### src/rtl/emsc_pkg.sv
// Package for the event mask and suspend control block.
// Assumes a plain register port with word indices; clock MCLK at 125 MHz.
package emsc_pkg;
   localparam logic [3:0] ADDR_EVENT = 4'h4;
   localparam logic [3:0] ADDR_CTRL1 = 4'h5;
   localparam logic [3:0] ADDR_CTRL0 = 4'h0;
   localparam logic [3:0] ADDR_RESET_REG = 4'h8;
   localparam int BIT_RCO = 5;
   localparam int BIT_RCOM = 4;
   localparam int BIT_TXB = 3;
   localparam int BIT_TXBM = 2;
   localparam int BIT_JAB = 1;
   localparam int BIT_TRANSMIT_RUNAWAY_MASK = 0;
   localparam int BIT_SUSPEND = 0;
   localparam int BIT_STOP = 2;
   localparam int BIT_INTERRUPT_OUTPUT_ENABLE = 6;
   localparam int BIT_INTERRUPT_SUMMARY_FLAG = 7;
   localparam logic [15:0] EVENT_RESET = 16'h0015;
   localparam logic [15:0] EVENT_WMASK = 16'h0015;
   localparam logic [15:0] EVENT_W1C = 16'h002A;
   typedef enum logic [1:0] {EMSC_ACTIVE, EMSC_TX_DRAIN, EMSC_RX_DRAIN, EMSC_SUSPENDED} emsc_state_t;
endpackage

### src/rtl/emsc_top.sv
// Event flags, masks and suspend control of an Ethernet controller.
// Assumes synchronous inputs from MAC, transceiver and collision counter.
// Notes on behaviour
// - Collision counter wrap sets overflow flag.
// - Overflow flag clears by write-one, reset, stop.
// - Overflow mask gates summary; reset sets it.
// - Frame start sets transmit-begun flag.
// - Interrupt needs enable and clear transmit mask.
// - Transmit-begun flag clears by write-one, reset, stop.
// - Transmit mask gates summary; reset sets it.
// - Runaway flag set only with twisted pair.
// - Interrupt needs enable and clear runaway mask.
// - Runaway flag clears despite persisting condition.
// - Runaway mask gates summary; reset sets it.
// - Reserved bits seven and six read zero.
// - Suspend accepts one only while stop clear.
// - Writing zero to suspend resumes operation.
// - Reset, reset-register read, stop leave suspend.
// - Suspended device ignores incoming frames silently.
// - Registers stay accessible while suspended.
// - Resume continues at paused ring positions.
//
// The strobed register port and the address map were decided locally.
module emsc_top (
   input wire logic MCLK,
   input wire logic RST_B,
   input wire logic [3:0] ADDR,
   input wire logic [15:0] WDATA,
   input wire logic WR,
   input wire logic RD,
   output logic [15:0] RDATA,
   input wire logic COLL_WRAP,
   input wire logic TX_START,
   input wire logic JABBER,
   input wire logic TP_ACTIVE,
   input wire logic TX_BUSY,
   input wire logic RX_BUSY,
   output logic IRQ,
   output logic SUSPENDED,
   output logic RX_BLOCK,
   output logic HOLD_RINGS,
   output logic STOP_OUT
);
   typedef struct packed {
      logic [15:0] rdata;
      logic [5:0] ev;
      logic stop;
      logic interrupt_output_enable;
      logic suspend_request_req;
      emsc_pkg::emsc_state_t st;
      logic irq;
      logic suspended;
      logic rx_block;
      logic hold_rings;
      logic jab_prev;
   } emsc_s_t;

   emsc_s_t s_ff;
   emsc_s_t nxt_s;

   function automatic logic summary(input logic [5:0] ev);
      summary = (ev[emsc_pkg::BIT_RCO] & ~ev[emsc_pkg::BIT_RCOM])
              | (ev[emsc_pkg::BIT_TXB] & ~ev[emsc_pkg::BIT_TXBM])
              | (ev[emsc_pkg::BIT_JAB] & ~ev[emsc_pkg::BIT_TRANSMIT_RUNAWAY_MASK]);
   endfunction

   logic wr_ev, wr_c1, wr_c0, rst_rd, kick, interrupt_summary_flag;
   logic [5:0] setv;

   always_comb begin
      nxt_s = s_ff;
      wr_ev = WR && ADDR == emsc_pkg::ADDR_EVENT;
      wr_c1 = WR && ADDR == emsc_pkg::ADDR_CTRL1;
      wr_c0 = WR && ADDR == emsc_pkg::ADDR_CTRL0;
      rst_rd = RD && ADDR == emsc_pkg::ADDR_RESET_REG;
      setv = '0;
      setv[emsc_pkg::BIT_RCO] = COLL_WRAP;
      setv[emsc_pkg::BIT_TXB] = TX_START;
      // Only the onset of runaway sets the flag, so a written one clears it while it lasts.
      setv[emsc_pkg::BIT_JAB] = JABBER && TP_ACTIVE && !s_ff.jab_prev;
      nxt_s.jab_prev = JABBER && TP_ACTIVE;
      if (wr_c0) begin
         nxt_s.stop = WDATA[emsc_pkg::BIT_STOP];
         nxt_s.interrupt_output_enable = WDATA[emsc_pkg::BIT_INTERRUPT_OUTPUT_ENABLE];
      end
      kick = rst_rd || (wr_c0 && WDATA[emsc_pkg::BIT_STOP]);
      if (wr_ev) begin
         // Masks are plain writes; flags clear on written ones.
         nxt_s.ev = (s_ff.ev & ~emsc_pkg::EVENT_WMASK[5:0])
                  | (WDATA[5:0] & emsc_pkg::EVENT_WMASK[5:0]);
         nxt_s.ev = nxt_s.ev & ~(WDATA[5:0] & emsc_pkg::EVENT_W1C[5:0]);
      end
      if (kick) begin
         // Stop and reset-register read clear flags but keep masks.
         nxt_s.ev = nxt_s.ev & emsc_pkg::EVENT_WMASK[5:0];
      end
      nxt_s.ev = nxt_s.ev | setv; // Set wins over clear.
      if (wr_c1) begin
         nxt_s.suspend_request_req = WDATA[emsc_pkg::BIT_SUSPEND] && !s_ff.stop;
      end
      unique case (s_ff.st)
         emsc_pkg::EMSC_ACTIVE: begin
            // A new request always starts with the transmit drain.
            if (nxt_s.suspend_request_req) begin
               nxt_s.st = emsc_pkg::EMSC_TX_DRAIN;
            end
         end
         emsc_pkg::EMSC_TX_DRAIN: begin
            if (!TX_BUSY) begin
               nxt_s.st = emsc_pkg::EMSC_RX_DRAIN;
            end
         end
         emsc_pkg::EMSC_RX_DRAIN: begin
            if (!RX_BUSY) begin
               nxt_s.st = emsc_pkg::EMSC_SUSPENDED;
            end
         end
         emsc_pkg::EMSC_SUSPENDED: begin
            nxt_s.st = emsc_pkg::EMSC_SUSPENDED;
         end
      endcase
      if (!nxt_s.suspend_request_req) begin
         nxt_s.st = emsc_pkg::EMSC_ACTIVE;
      end
      if (kick) begin
         nxt_s.suspend_request_req = 1'b0;
         nxt_s.st = emsc_pkg::EMSC_ACTIVE;
      end
      // Status outputs are registered copies of the next state.
      nxt_s.suspended = nxt_s.st == emsc_pkg::EMSC_SUSPENDED;
      nxt_s.rx_block = nxt_s.st == emsc_pkg::EMSC_SUSPENDED;
      nxt_s.hold_rings = nxt_s.st != emsc_pkg::EMSC_ACTIVE;
      interrupt_summary_flag = summary(nxt_s.ev);
      nxt_s.irq = interrupt_summary_flag && nxt_s.interrupt_output_enable;
      nxt_s.rdata = '0;
      if (RD) begin
         unique case (ADDR)
            emsc_pkg::ADDR_EVENT: nxt_s.rdata = {10'h000, s_ff.ev};
            emsc_pkg::ADDR_CTRL1: begin
               nxt_s.rdata[emsc_pkg::BIT_SUSPEND] = s_ff.suspended;
            end
            emsc_pkg::ADDR_CTRL0: begin
               nxt_s.rdata[emsc_pkg::BIT_STOP] = s_ff.stop;
               nxt_s.rdata[emsc_pkg::BIT_INTERRUPT_OUTPUT_ENABLE] = s_ff.interrupt_output_enable;
               nxt_s.rdata[emsc_pkg::BIT_INTERRUPT_SUMMARY_FLAG] = summary(s_ff.ev);
            end
            default: nxt_s.rdata = '0;
         endcase
      end
   end

   always_ff @(posedge MCLK) begin
      if (!RST_B) begin
         s_ff <= '{rdata: 16'h0000, ev: emsc_pkg::EVENT_RESET[5:0], stop: 1'b1, interrupt_output_enable: 1'b0,
                   suspend_request_req: 1'b0, st: emsc_pkg::EMSC_ACTIVE, irq: 1'b0, suspended: 1'b0,
                   rx_block: 1'b0, hold_rings: 1'b0, jab_prev: 1'b0};
      end else begin
         s_ff <= nxt_s;
      end
   end

   assign RDATA = s_ff.rdata;
   assign IRQ = s_ff.irq;
   assign SUSPENDED = s_ff.suspended;
   assign RX_BLOCK = s_ff.rx_block;
   assign HOLD_RINGS = s_ff.hold_rings;
   assign STOP_OUT = s_ff.stop;

   // Collision overflow flag and its mask.
   AST_RCO_SET: assert property (@(posedge MCLK) disable iff (!RST_B)
      COLL_WRAP
      |=> s_ff.ev[emsc_pkg::BIT_RCO])
      else $error("overflow flag not set");

   AST_RCO_W1C: assert property (@(posedge MCLK) disable iff (!RST_B)
      wr_ev && WDATA[emsc_pkg::BIT_RCO] && !COLL_WRAP
      |=> !s_ff.ev[emsc_pkg::BIT_RCO])
      else $error("overflow write one did not clear");

   AST_RCO_W0: assert property (@(posedge MCLK) disable iff (!RST_B)
      wr_ev && !WDATA[emsc_pkg::BIT_RCO] && s_ff.ev[emsc_pkg::BIT_RCO] && !kick
      |=> s_ff.ev[emsc_pkg::BIT_RCO])
      else $error("overflow write zero cleared");

   AST_RCO_STOP: assert property (@(posedge MCLK) disable iff (!RST_B)
      kick && !COLL_WRAP
      |=> !s_ff.ev[emsc_pkg::BIT_RCO])
      else $error("overflow survived stop");

   AST_RCOM_GATE: assert property (@(posedge MCLK) disable iff (!RST_B)
      s_ff.ev[emsc_pkg::BIT_RCOM] && !s_ff.ev[emsc_pkg::BIT_TXB] && !s_ff.ev[emsc_pkg::BIT_JAB]
      |-> !IRQ)
      else $error("masked overflow raised irq");

   AST_MASK_STOP: assert property (@(posedge MCLK) disable iff (!RST_B)
      kick && !wr_ev
      |=> s_ff.ev[emsc_pkg::BIT_RCOM] == $past(s_ff.ev[emsc_pkg::BIT_RCOM]))
      else $error("mask changed by stop");

   // Transmit-begun flag and its mask.
   AST_TXB_SET: assert property (@(posedge MCLK) disable iff (!RST_B)
      TX_START
      |=> s_ff.ev[emsc_pkg::BIT_TXB])
      else $error("transmit flag not set");

   AST_TXB_IRQ: assert property (@(posedge MCLK) disable iff (!RST_B)
      s_ff.ev[emsc_pkg::BIT_TXB] && !s_ff.ev[emsc_pkg::BIT_TXBM] && s_ff.interrupt_output_enable
      |-> IRQ)
      else $error("unmasked transmit flag without irq");

   AST_IRQ_OFF: assert property (@(posedge MCLK) disable iff (!RST_B)
      !s_ff.interrupt_output_enable
      |-> !IRQ)
      else $error("irq while disabled");

   AST_IRQ: assert property (@(posedge MCLK) disable iff (!RST_B)
      ##1 IRQ == $past(interrupt_summary_flag && nxt_s.interrupt_output_enable))
      else $error("irq mismatch");

   AST_W1C: assert property (@(posedge MCLK) disable iff (!RST_B)
      wr_ev && WDATA[emsc_pkg::BIT_TXB] && !TX_START
      |=> !s_ff.ev[emsc_pkg::BIT_TXB])
      else $error("write one did not clear");

   AST_TXB_W0: assert property (@(posedge MCLK) disable iff (!RST_B)
      wr_ev && !WDATA[emsc_pkg::BIT_TXB] && s_ff.ev[emsc_pkg::BIT_TXB] && !kick
      |=> s_ff.ev[emsc_pkg::BIT_TXB])
      else $error("transmit write zero cleared");

   AST_TXB_STOP: assert property (@(posedge MCLK) disable iff (!RST_B)
      kick && !TX_START
      |=> !s_ff.ev[emsc_pkg::BIT_TXB])
      else $error("transmit flag survived stop");

   AST_TXB_ONLY: assert property (@(posedge MCLK) disable iff (!RST_B)
      $rose(s_ff.ev[emsc_pkg::BIT_TXB])
      |-> $past(TX_START))
      else $error("transmit flag set without frame start");

   AST_TXBM_GATE: assert property (@(posedge MCLK) disable iff (!RST_B)
      s_ff.ev[emsc_pkg::BIT_TXBM] && !s_ff.ev[emsc_pkg::BIT_RCO] && !s_ff.ev[emsc_pkg::BIT_JAB]
      |-> !IRQ)
      else $error("masked transmit flag raised irq");

   AST_TXBM_KEEP: assert property (@(posedge MCLK) disable iff (!RST_B)
      kick && !wr_ev
      |=> s_ff.ev[emsc_pkg::BIT_TXBM] == $past(s_ff.ev[emsc_pkg::BIT_TXBM]))
      else $error("transmit mask changed by stop");

   // Runaway flag and its mask.
   AST_JAB_TP: assert property (@(posedge MCLK) disable iff (!RST_B)
      $rose(s_ff.ev[emsc_pkg::BIT_JAB])
      |-> $past(TP_ACTIVE))
      else $error("runaway without twisted pair");

   AST_JAB_SET: assert property (@(posedge MCLK) disable iff (!RST_B)
      JABBER && TP_ACTIVE && !s_ff.jab_prev
      |=> s_ff.ev[emsc_pkg::BIT_JAB])
      else $error("runaway flag not set");

   AST_JAB_IRQ: assert property (@(posedge MCLK) disable iff (!RST_B)
      s_ff.ev[emsc_pkg::BIT_JAB] && !s_ff.ev[emsc_pkg::BIT_TRANSMIT_RUNAWAY_MASK] && s_ff.interrupt_output_enable
      |-> IRQ)
      else $error("unmasked runaway without irq");

   AST_JAB_W1C: assert property (@(posedge MCLK) disable iff (!RST_B)
      wr_ev && WDATA[emsc_pkg::BIT_JAB] && s_ff.jab_prev && JABBER && TP_ACTIVE
      |=> !s_ff.ev[emsc_pkg::BIT_JAB])
      else $error("runaway not cleared while persisting");

   AST_W0_KEEP: assert property (@(posedge MCLK) disable iff (!RST_B)
      wr_ev && !WDATA[emsc_pkg::BIT_JAB] && s_ff.ev[emsc_pkg::BIT_JAB] && !kick
      |=> s_ff.ev[emsc_pkg::BIT_JAB])
      else $error("write zero cleared");

   AST_JAB_STOP: assert property (@(posedge MCLK) disable iff (!RST_B)
      kick && !(JABBER && TP_ACTIVE && !s_ff.jab_prev)
      |=> !s_ff.ev[emsc_pkg::BIT_JAB])
      else $error("runaway survived stop");

   AST_TRANSMIT_RUNAWAY_MASK_GATE: assert property (@(posedge MCLK) disable iff (!RST_B)
      s_ff.ev[emsc_pkg::BIT_TRANSMIT_RUNAWAY_MASK] && !s_ff.ev[emsc_pkg::BIT_RCO] && !s_ff.ev[emsc_pkg::BIT_TXB]
      |-> !IRQ)
      else $error("masked runaway raised irq");

   AST_TRANSMIT_RUNAWAY_MASK_KEEP: assert property (@(posedge MCLK) disable iff (!RST_B)
      kick && !wr_ev
      |=> s_ff.ev[emsc_pkg::BIT_TRANSMIT_RUNAWAY_MASK] == $past(s_ff.ev[emsc_pkg::BIT_TRANSMIT_RUNAWAY_MASK]))
      else $error("runaway mask changed by stop");

   // Read port.
   AST_RES: assert property (@(posedge MCLK) disable iff (!RST_B)
      $past(RD) && $past(ADDR) == emsc_pkg::ADDR_EVENT
      |-> RDATA[15:6] == 10'h000)
      else $error("reserved bits nonzero");

   AST_RD_IDLE: assert property (@(posedge MCLK) disable iff (!RST_B)
      !$past(RD)
      |-> RDATA == 16'h0000)
      else $error("read data without read");

   AST_SUMMARY: assert property (@(posedge MCLK) disable iff (!RST_B)
      $past(RD) && $past(ADDR) == emsc_pkg::ADDR_CTRL0 && $past(s_ff.interrupt_output_enable)
      |-> RDATA[emsc_pkg::BIT_INTERRUPT_SUMMARY_FLAG] == $past(IRQ))
      else $error("summary read disagrees with irq");

   // Suspend sequence.
   AST_SUSPEND_REQUEST_READ: assert property (@(posedge MCLK) disable iff (!RST_B)
      $past(RD) && $past(ADDR) == emsc_pkg::ADDR_CTRL1
      |-> RDATA[emsc_pkg::BIT_SUSPEND] == $past(SUSPENDED))
      else $error("suspend read-back wrong");

   AST_SUSPEND_REQUEST_STOP: assert property (@(posedge MCLK) disable iff (!RST_B)
      s_ff.stop && !wr_c0
      |=> !s_ff.suspend_request_req)
      else $error("suspend while stopped");

   AST_RESUME: assert property (@(posedge MCLK) disable iff (!RST_B)
      wr_c1 && !WDATA[emsc_pkg::BIT_SUSPEND]
      |=> !SUSPENDED && !HOLD_RINGS)
      else $error("written zero did not resume");

   AST_KICK: assert property (@(posedge MCLK) disable iff (!RST_B)
      kick
      |=> !SUSPENDED && !HOLD_RINGS)
      else $error("suspend survived stop");

   AST_TX_FIRST: assert property (@(posedge MCLK) disable iff (!RST_B)
      $rose(s_ff.st == emsc_pkg::EMSC_RX_DRAIN)
      |-> $past(!TX_BUSY))
      else $error("receive drain before transmit finished");

   AST_DRAIN: assert property (@(posedge MCLK) disable iff (!RST_B)
      $rose(SUSPENDED)
      |-> $past(!RX_BUSY))
      else $error("suspended while receiving");

   AST_RX_BLOCK: assert property (@(posedge MCLK) disable iff (!RST_B)
      RX_BLOCK
      |-> s_ff.suspend_request_req)
      else $error("receiver blocked without request");

   AST_HOLD: assert property (@(posedge MCLK) disable iff (!RST_B)
      SUSPENDED
      |-> HOLD_RINGS)
      else $error("rings moving while suspended");

   CV_SUSPEND: cover property (@(posedge MCLK) disable iff (!RST_B) $rose(SUSPENDED));
   CV_IRQ: cover property (@(posedge MCLK) disable iff (!RST_B) $rose(IRQ));
   CV_RESUME: cover property (@(posedge MCLK) disable iff (!RST_B) $fell(SUSPENDED));
   CV_JAB_HELD: cover property (@(posedge MCLK) disable iff (!RST_B)
      wr_ev && WDATA[emsc_pkg::BIT_JAB] && s_ff.jab_prev && JABBER);
   CV_REFUSED: cover property (@(posedge MCLK) disable iff (!RST_B)
      wr_c1 && WDATA[emsc_pkg::BIT_SUSPEND] && s_ff.stop);
endmodule

### config.mk
export PLATFORM = sky130hd
export DESIGN_NAME = emsc_top
export DESIGN_NICKNAME = d
export VERILOG_FILES = /design/src/rtl/emsc_pkg.sv /design/src/rtl/emsc_top.sv
export SDC_FILE = /design/constraint.sdc
export NUM_CORES = 1
export LEC_CHECK = 0
export BUFFER_PORTS_ARGS = -buffer_cell sky130_fd_sc_hd__buf_2
export CAP_MARGIN = 25
export CORE_MARGIN = 3
export CORE_UTILIZATION = 40
export DETAILED_ROUTE_END_ITERATION = 7
export PLACE_DENSITY_LB_ADDON = 0.08
export SLEW_MARGIN = 20
export SYNTH_ARGS = -nofsm -noshare
export SYNTH_HDL_FRONTEND = slang
export SYNTH_SLANG_ARGS = --single-unit
### constraint.sdc
create_clock -name MCLK -period 1 [get_ports MCLK]
set_input_delay 0.15 -clock MCLK [delete_from_list [all_inputs] [get_ports MCLK]]
set_output_delay 0.15 -clock MCLK [all_outputs]
set_load 0.005 [all_outputs]
**Word level (Yosys, flattened, before mapping)**

Cells that the tools add are included.

- Reduce and logical (&&, ||, !) cells: 19
- Bitwise gates (word level): 21
- Mux-type cells: 11
- Equal/unequal tests: 7

Operator list:

| cell | number |
|---|---|
| 2-to-1 mux 6 bit | 2 |
| logical AND 1 bit | 9 |
| == test 4 x 3 -> 1 bit (second input constant) | 2 |
| 2-to-1 mux 2 bit | 4 |
| case mux 2 bit (4 select lines) | 1 |
| NOT 1 bit | 7 |
| bitwise AND 1 bit | 6 |
| bitwise AND 6 bit | 1 |
| == test 2 bit (second input constant) | 3 |
| NOT 6 bit | 1 |
| OR 6 x 5 -> 6 bit | 1 |
| OR 6 bit | 1 |
| AND reduction 3 bit | 2 |
| == test 4 bit (second input constant) | 1 |
| logical NOT 4 bit | 1 |
| OR 1 bit | 4 |
| case mux 1 bit (2 select lines) | 2 |
| == test 2 x 1 -> 1 bit (second input constant) | 1 |
| logical NOT 1 bit | 2 |
| logical NOT 2 bit | 1 |
| 2-to-1 mux 1 bit | 2 |
| AND reduction 2 bit | 1 |
| nonzero test 2 bit | 1 |
| OR reduction 2 bit | 1 |
| logical OR 1 bit | 1 |

- Word-level logic and storage cells: 71
- Bits in registers: 31
- Output and inout bits: 21
- Input bits: 30

**Depth between registers and ports, before layout**

- Word-level depth: 11
- Gate-level depth with buffers: 5
- Mapped depth without buffers: 5

**Worst setup path before layout**

OpenSTA, ideal clock, no wires.

- Path kind: input -> register
- Start point: in ADDR[2]
- End point: reg s_ff[5] (netlist name)
- Library setup time: 0.088 ns
- Path slack: -0.071 ns
- Required time: 0.912 ns
- Arrival: 0.983 ns
- Stages on the path: 5
- Path through: nor2b_4 -> nand4b_2 -> nor3b_2 -> o211ai_2 -> a311oi_2

- Longest elaborated chain between the ends: 5
- Elaborated cells between the ends (all ways): 11
- Those cells by class: 2 x eq/ne; 3 x mux; 6 x reduce/logical

RTL lines:

| element | line | RTL |
|---|---|---|
| start, declared | emsc_top.sv:27 | `input wire logic [3:0] ADDR,` |
| == test 4 x 3 -> 1 bit / logical NOT 4 bit (equally long branches) | - |  |
| logical AND 1 bit, on equally long branches | emsc_top.sv:73, emsc_top.sv:74 |  |
| 2-to-1 mux 1 bit / logical AND 1 bit (equally long branches) | emsc_top.sv:98, emsc_top.sv:86 |  |
| 2-to-1 mux 2 bit / logical OR 1 bit (equally long branches) | emsc_top.sv:122, emsc_top.sv:86 |  |
| 2-to-1 mux 2 bit * | emsc_top.sv:125 | `if (kick) begin` |
| end signal, assigned | emsc_top.sv:154 | `s_ff <= '{rdata: 16'h0000, ev: emsc_pkg::EVENT_RESET[5:0], stop: 1'b1, interrupt_output_enable: 1'b0,` |
| end signal, assigned | emsc_top.sv:158 | `s_ff <= nxt_s;` |
| end, declared | emsc_top.sv:58 | `emsc_s_t s_ff;` |

Every way passes the cells marked *; elsewhere a longest branch is shown, timed or not.
A chain may end at the register's enable or synchronous reset.

**Worst setup path after layout**

- Start point: reg s_ff, in the netlist STOP_OUT
- End point: out STOP_OUT

RTL lines:

| element | line | RTL |
|---|---|---|
| end, declared | emsc_top.sv:42 | `output logic STOP_OUT` |

No word-level cell between the ends.

==> impl_metrics.csv <==
group,metric,value,unit
setup_path,crit_family,"flip-flops",
route,ant_nets,0,
min_path,hold_end,"RX_BLOCK",
timing,tns,-33.2,ps
synth,yosysTopAreaCellShare,44.3,%
timing,max_freq,968,MHz
route,wirelength,2140,µm
route,drt_iter0_drc,9,
cts,cts_root_buffer,"clkbuf_4",
min_path,hp-start,"RX_BUSY",
timing,fin_crit,1030,ps
die,rows,17,
run_status,failed_checks,"negative setup slack",
power_and_ir_drop,power_density,1190,mW/mm²
setup_path,slowest_delay,360,ps
die,die_w,57.0,µm
synth,syn_inst,107,
setup_path,r2r-start,"STOP_OUT",
setup_path,cp_slowest_cell,"dfxtp_2",
cts,cts_tree,"built",
synth,synth_seq_cells,23,
setup_path,rrSetupSlack,30,ps
placed_design,place_area,0.00124,mm²
cts,cts_hold_buf,0,
setup_path,crit_top_cell,"buf_6",
layout,synthToLayoutAreaGrowth,25.4,%
cts,clock_latency,310,ps
cts,clockBufferDepth,2,
timing,hold_viol_final,0,
die,die_area,0.00325,mm²
synth,synth-seq-area-share,44.3,%
global_routing,grt_pass1_wl,3200,µm
timing,fin_worst_skew,2.73,ps
route,vias_per_cell,4.82,
route,vias,814,
die,io_pins,51,
synth,syn_avg_cell_area,9.72,µm²
cts,path_clk_slew,130,ps
setup_path,critPathKind,"reg2out",
route,drc,0,
global_routing,overflow,0,
synth,async_flop_share,0,%
synth,synth_cell_types,35,
power_and_ir_drop,power,1.55,mW
route,dr.pass1.iters,4,
setup_path,crit_arrival,880,ps
global_routing,grt_max_degree,14,
setup_path,crit_buf_inv,2,
synth,synth_area,0.00104,mm²
synth,yosysWarningCount,0,
setup_path,timing.rr.end,"s_ff[5]",
die,core_area,0.00234,mm²
setup_path,startpoint_type,"flip-flop",
layout,fillers,225,
setup_path,crit_path_cell_trace,"buf_6 > buf_6",
die,die_h,57.0,µm
setup_path,path_max_fanout,2,
timing,setup_slack,-33.2,ps
min_path,hold_path_class,"in2reg",
power_and_ir_drop,power_leakage,0.641,nW
timing,slew_violations,0,
layout,design_area,0.00130,mm²
run_status,outcome,"complete, but fails checks",
route,routedWlPerCell,12.7,µm
layout,layout-drive-gt1-share,44.0,%
global_routing,grt_pass1_vias,716,
die,start_util,44.4,%
global_routing,antenna_found_initial,0,
setup_path,cp_num_cells,2,
timing,rsz0062_at_grt,"true",
synth,synth_edf_count,0,
power_and_ir_drop,max-vdd-ir-drop,628,µV
placed_design,portBuffers,33,
cts,cts_htree_levels,1,
setup_path,cp-end-kind,"output port",
synth,synth_ff_type,"dfxtp_1",
setup_path,critPathRequiredTime,850,ps
setup_path,r2r_cells,3,
timing,setup_viol,1,
cts,clock_sinks,23,
global_routing,grt_usage,12.9,%
layout,antenna_cells,0,
placed_design,gp_congestion,0.769,
min_path,whs_path_depth,2,
cts,cts_buffers,3,
synth,synth_top_cell_by_area,"dfxtp_1",
timing,period_share,103,%
run,drv_cap,0,
layout,fin_nets,172,
synth,synthTopCellsByArea,"dfxtp_1 (44%), buf_4 (12%), nand2_1 (4.0%)",
## synthesized netlist by cell type (2+ instances only)
cell type,count
dfxtp_1,23
buf_4,17
nand2_1,11
inv_1,7
and2_1,5
nand3_1,5
mux2i_1,4
nor2_1,3
nor2b_1,3
a31oi_1,2
nand4_1,2
nor3_1,2
## sequential cells by signal, indices dropped and copies added (netlist names)
name        cells
s_ff           11
RDATA           8
HOLD_RINGS      1
IRQ             1
RX_BLOCK        1
STOP_OUT        1
## cells by family after synthesis
kind of cell,share of synthesized area (%)
AOI/OAI and AO/OA,8.66
and+or+nand+nor,25.3
DFF,44.3
muxes,5.17
buffers and inverters,16.2
other,0.361
## worst reg2reg max path: stages, from the launching register on
cell and delay (ps):
dfxtp_2 360, nor3b_4 200, o211ai_4 120, a311oi_2 200
## worst max path at each step
stage / from / end / slack [ps]
after floorplan: ADDR[2] / s_ff[5] / -30
after global placement: ADDR[1] / IRQ / -270
after detailed placement: ADDR[1] / IRQ / -270
after CTS: STOP_OUT / STOP_OUT / -40
after global routing: STOP_OUT / STOP_OUT / -70
final: STOP_OUT / STOP_OUT / -30
## cells in the final DEF (no fill, tap or decap), types with 2 or more instances in the layout
cell	instances
nand4_1	2
nor2_1	3
dfxtp_1	21
and2_1	5
nor2b_1	3
a31oi_4	2
dfxtp_2	2
buf_2	32
buf_4	7
and2_4	2
nand2_1	10
buf_6	2
clkbuf_4	3
mux2i_1	4
nand3_1	5
conb_1	8
inv_1	7
## report_power, final
part,total [mW],internal (mW),leakage (nW),switching [mW]
sequential,0.945,0.932,0.187,0.0135
combinational,0.173,0.0855,0.437,0.0872
clock,0.431,0.149,0.0177,0.282
total,1.55,1.17,0.641,0.383
## stage by stage
| step | util (%) | cells | worst slack (ps) | hold slack (ps) |
|---|---|---|---|---|
| finish | 55.7 | 169 | -33.2 | 36.1 |
| global route | 55.7 | 169 | -72.6 | 17.0 |
| CTS | 54.9 | 169 | -37.8 | 20.8 |
| detailed placement | 52.9 | 164 | -273 | 373 |
| global placement | 52.9 | 164 | -267 | 368 |
| floorplan | - | 114 | -32.3 | 227 |
## area by class of cell
cell class / instances / area (µm²) / area share [%]
multi-input combinational: 66 / 517 / 39.6
sequential: 23 / 463 / 35.5
timing repair buffer: 41 / 235 / 18.0
tap: 28 / 35.0 / 2.69
inverter: 7 / 26.3 / 2.02
clock buffer: 3 / 22.5 / 1.73
clock inverter: 1 / 5.00 / 0.384
## metal layers
metal  track usage (%)  wire (µm)  up-vias
met5                 0          0        -
met4              4.97         31        0
met3              2.71        135        4
met2              22.2       1070       29
met1              15.8        903      370
li1                  -          -      411
## what timing repair did
item                                    4_1_cts  5_1_grt
gates resized for setup                       4        3
endpoints found under the setup margin        4        5
pin swaps                                     0        2
cloned                                        0        0
setup buffers                                 1        0
Power figures use the tool's default switching activity.
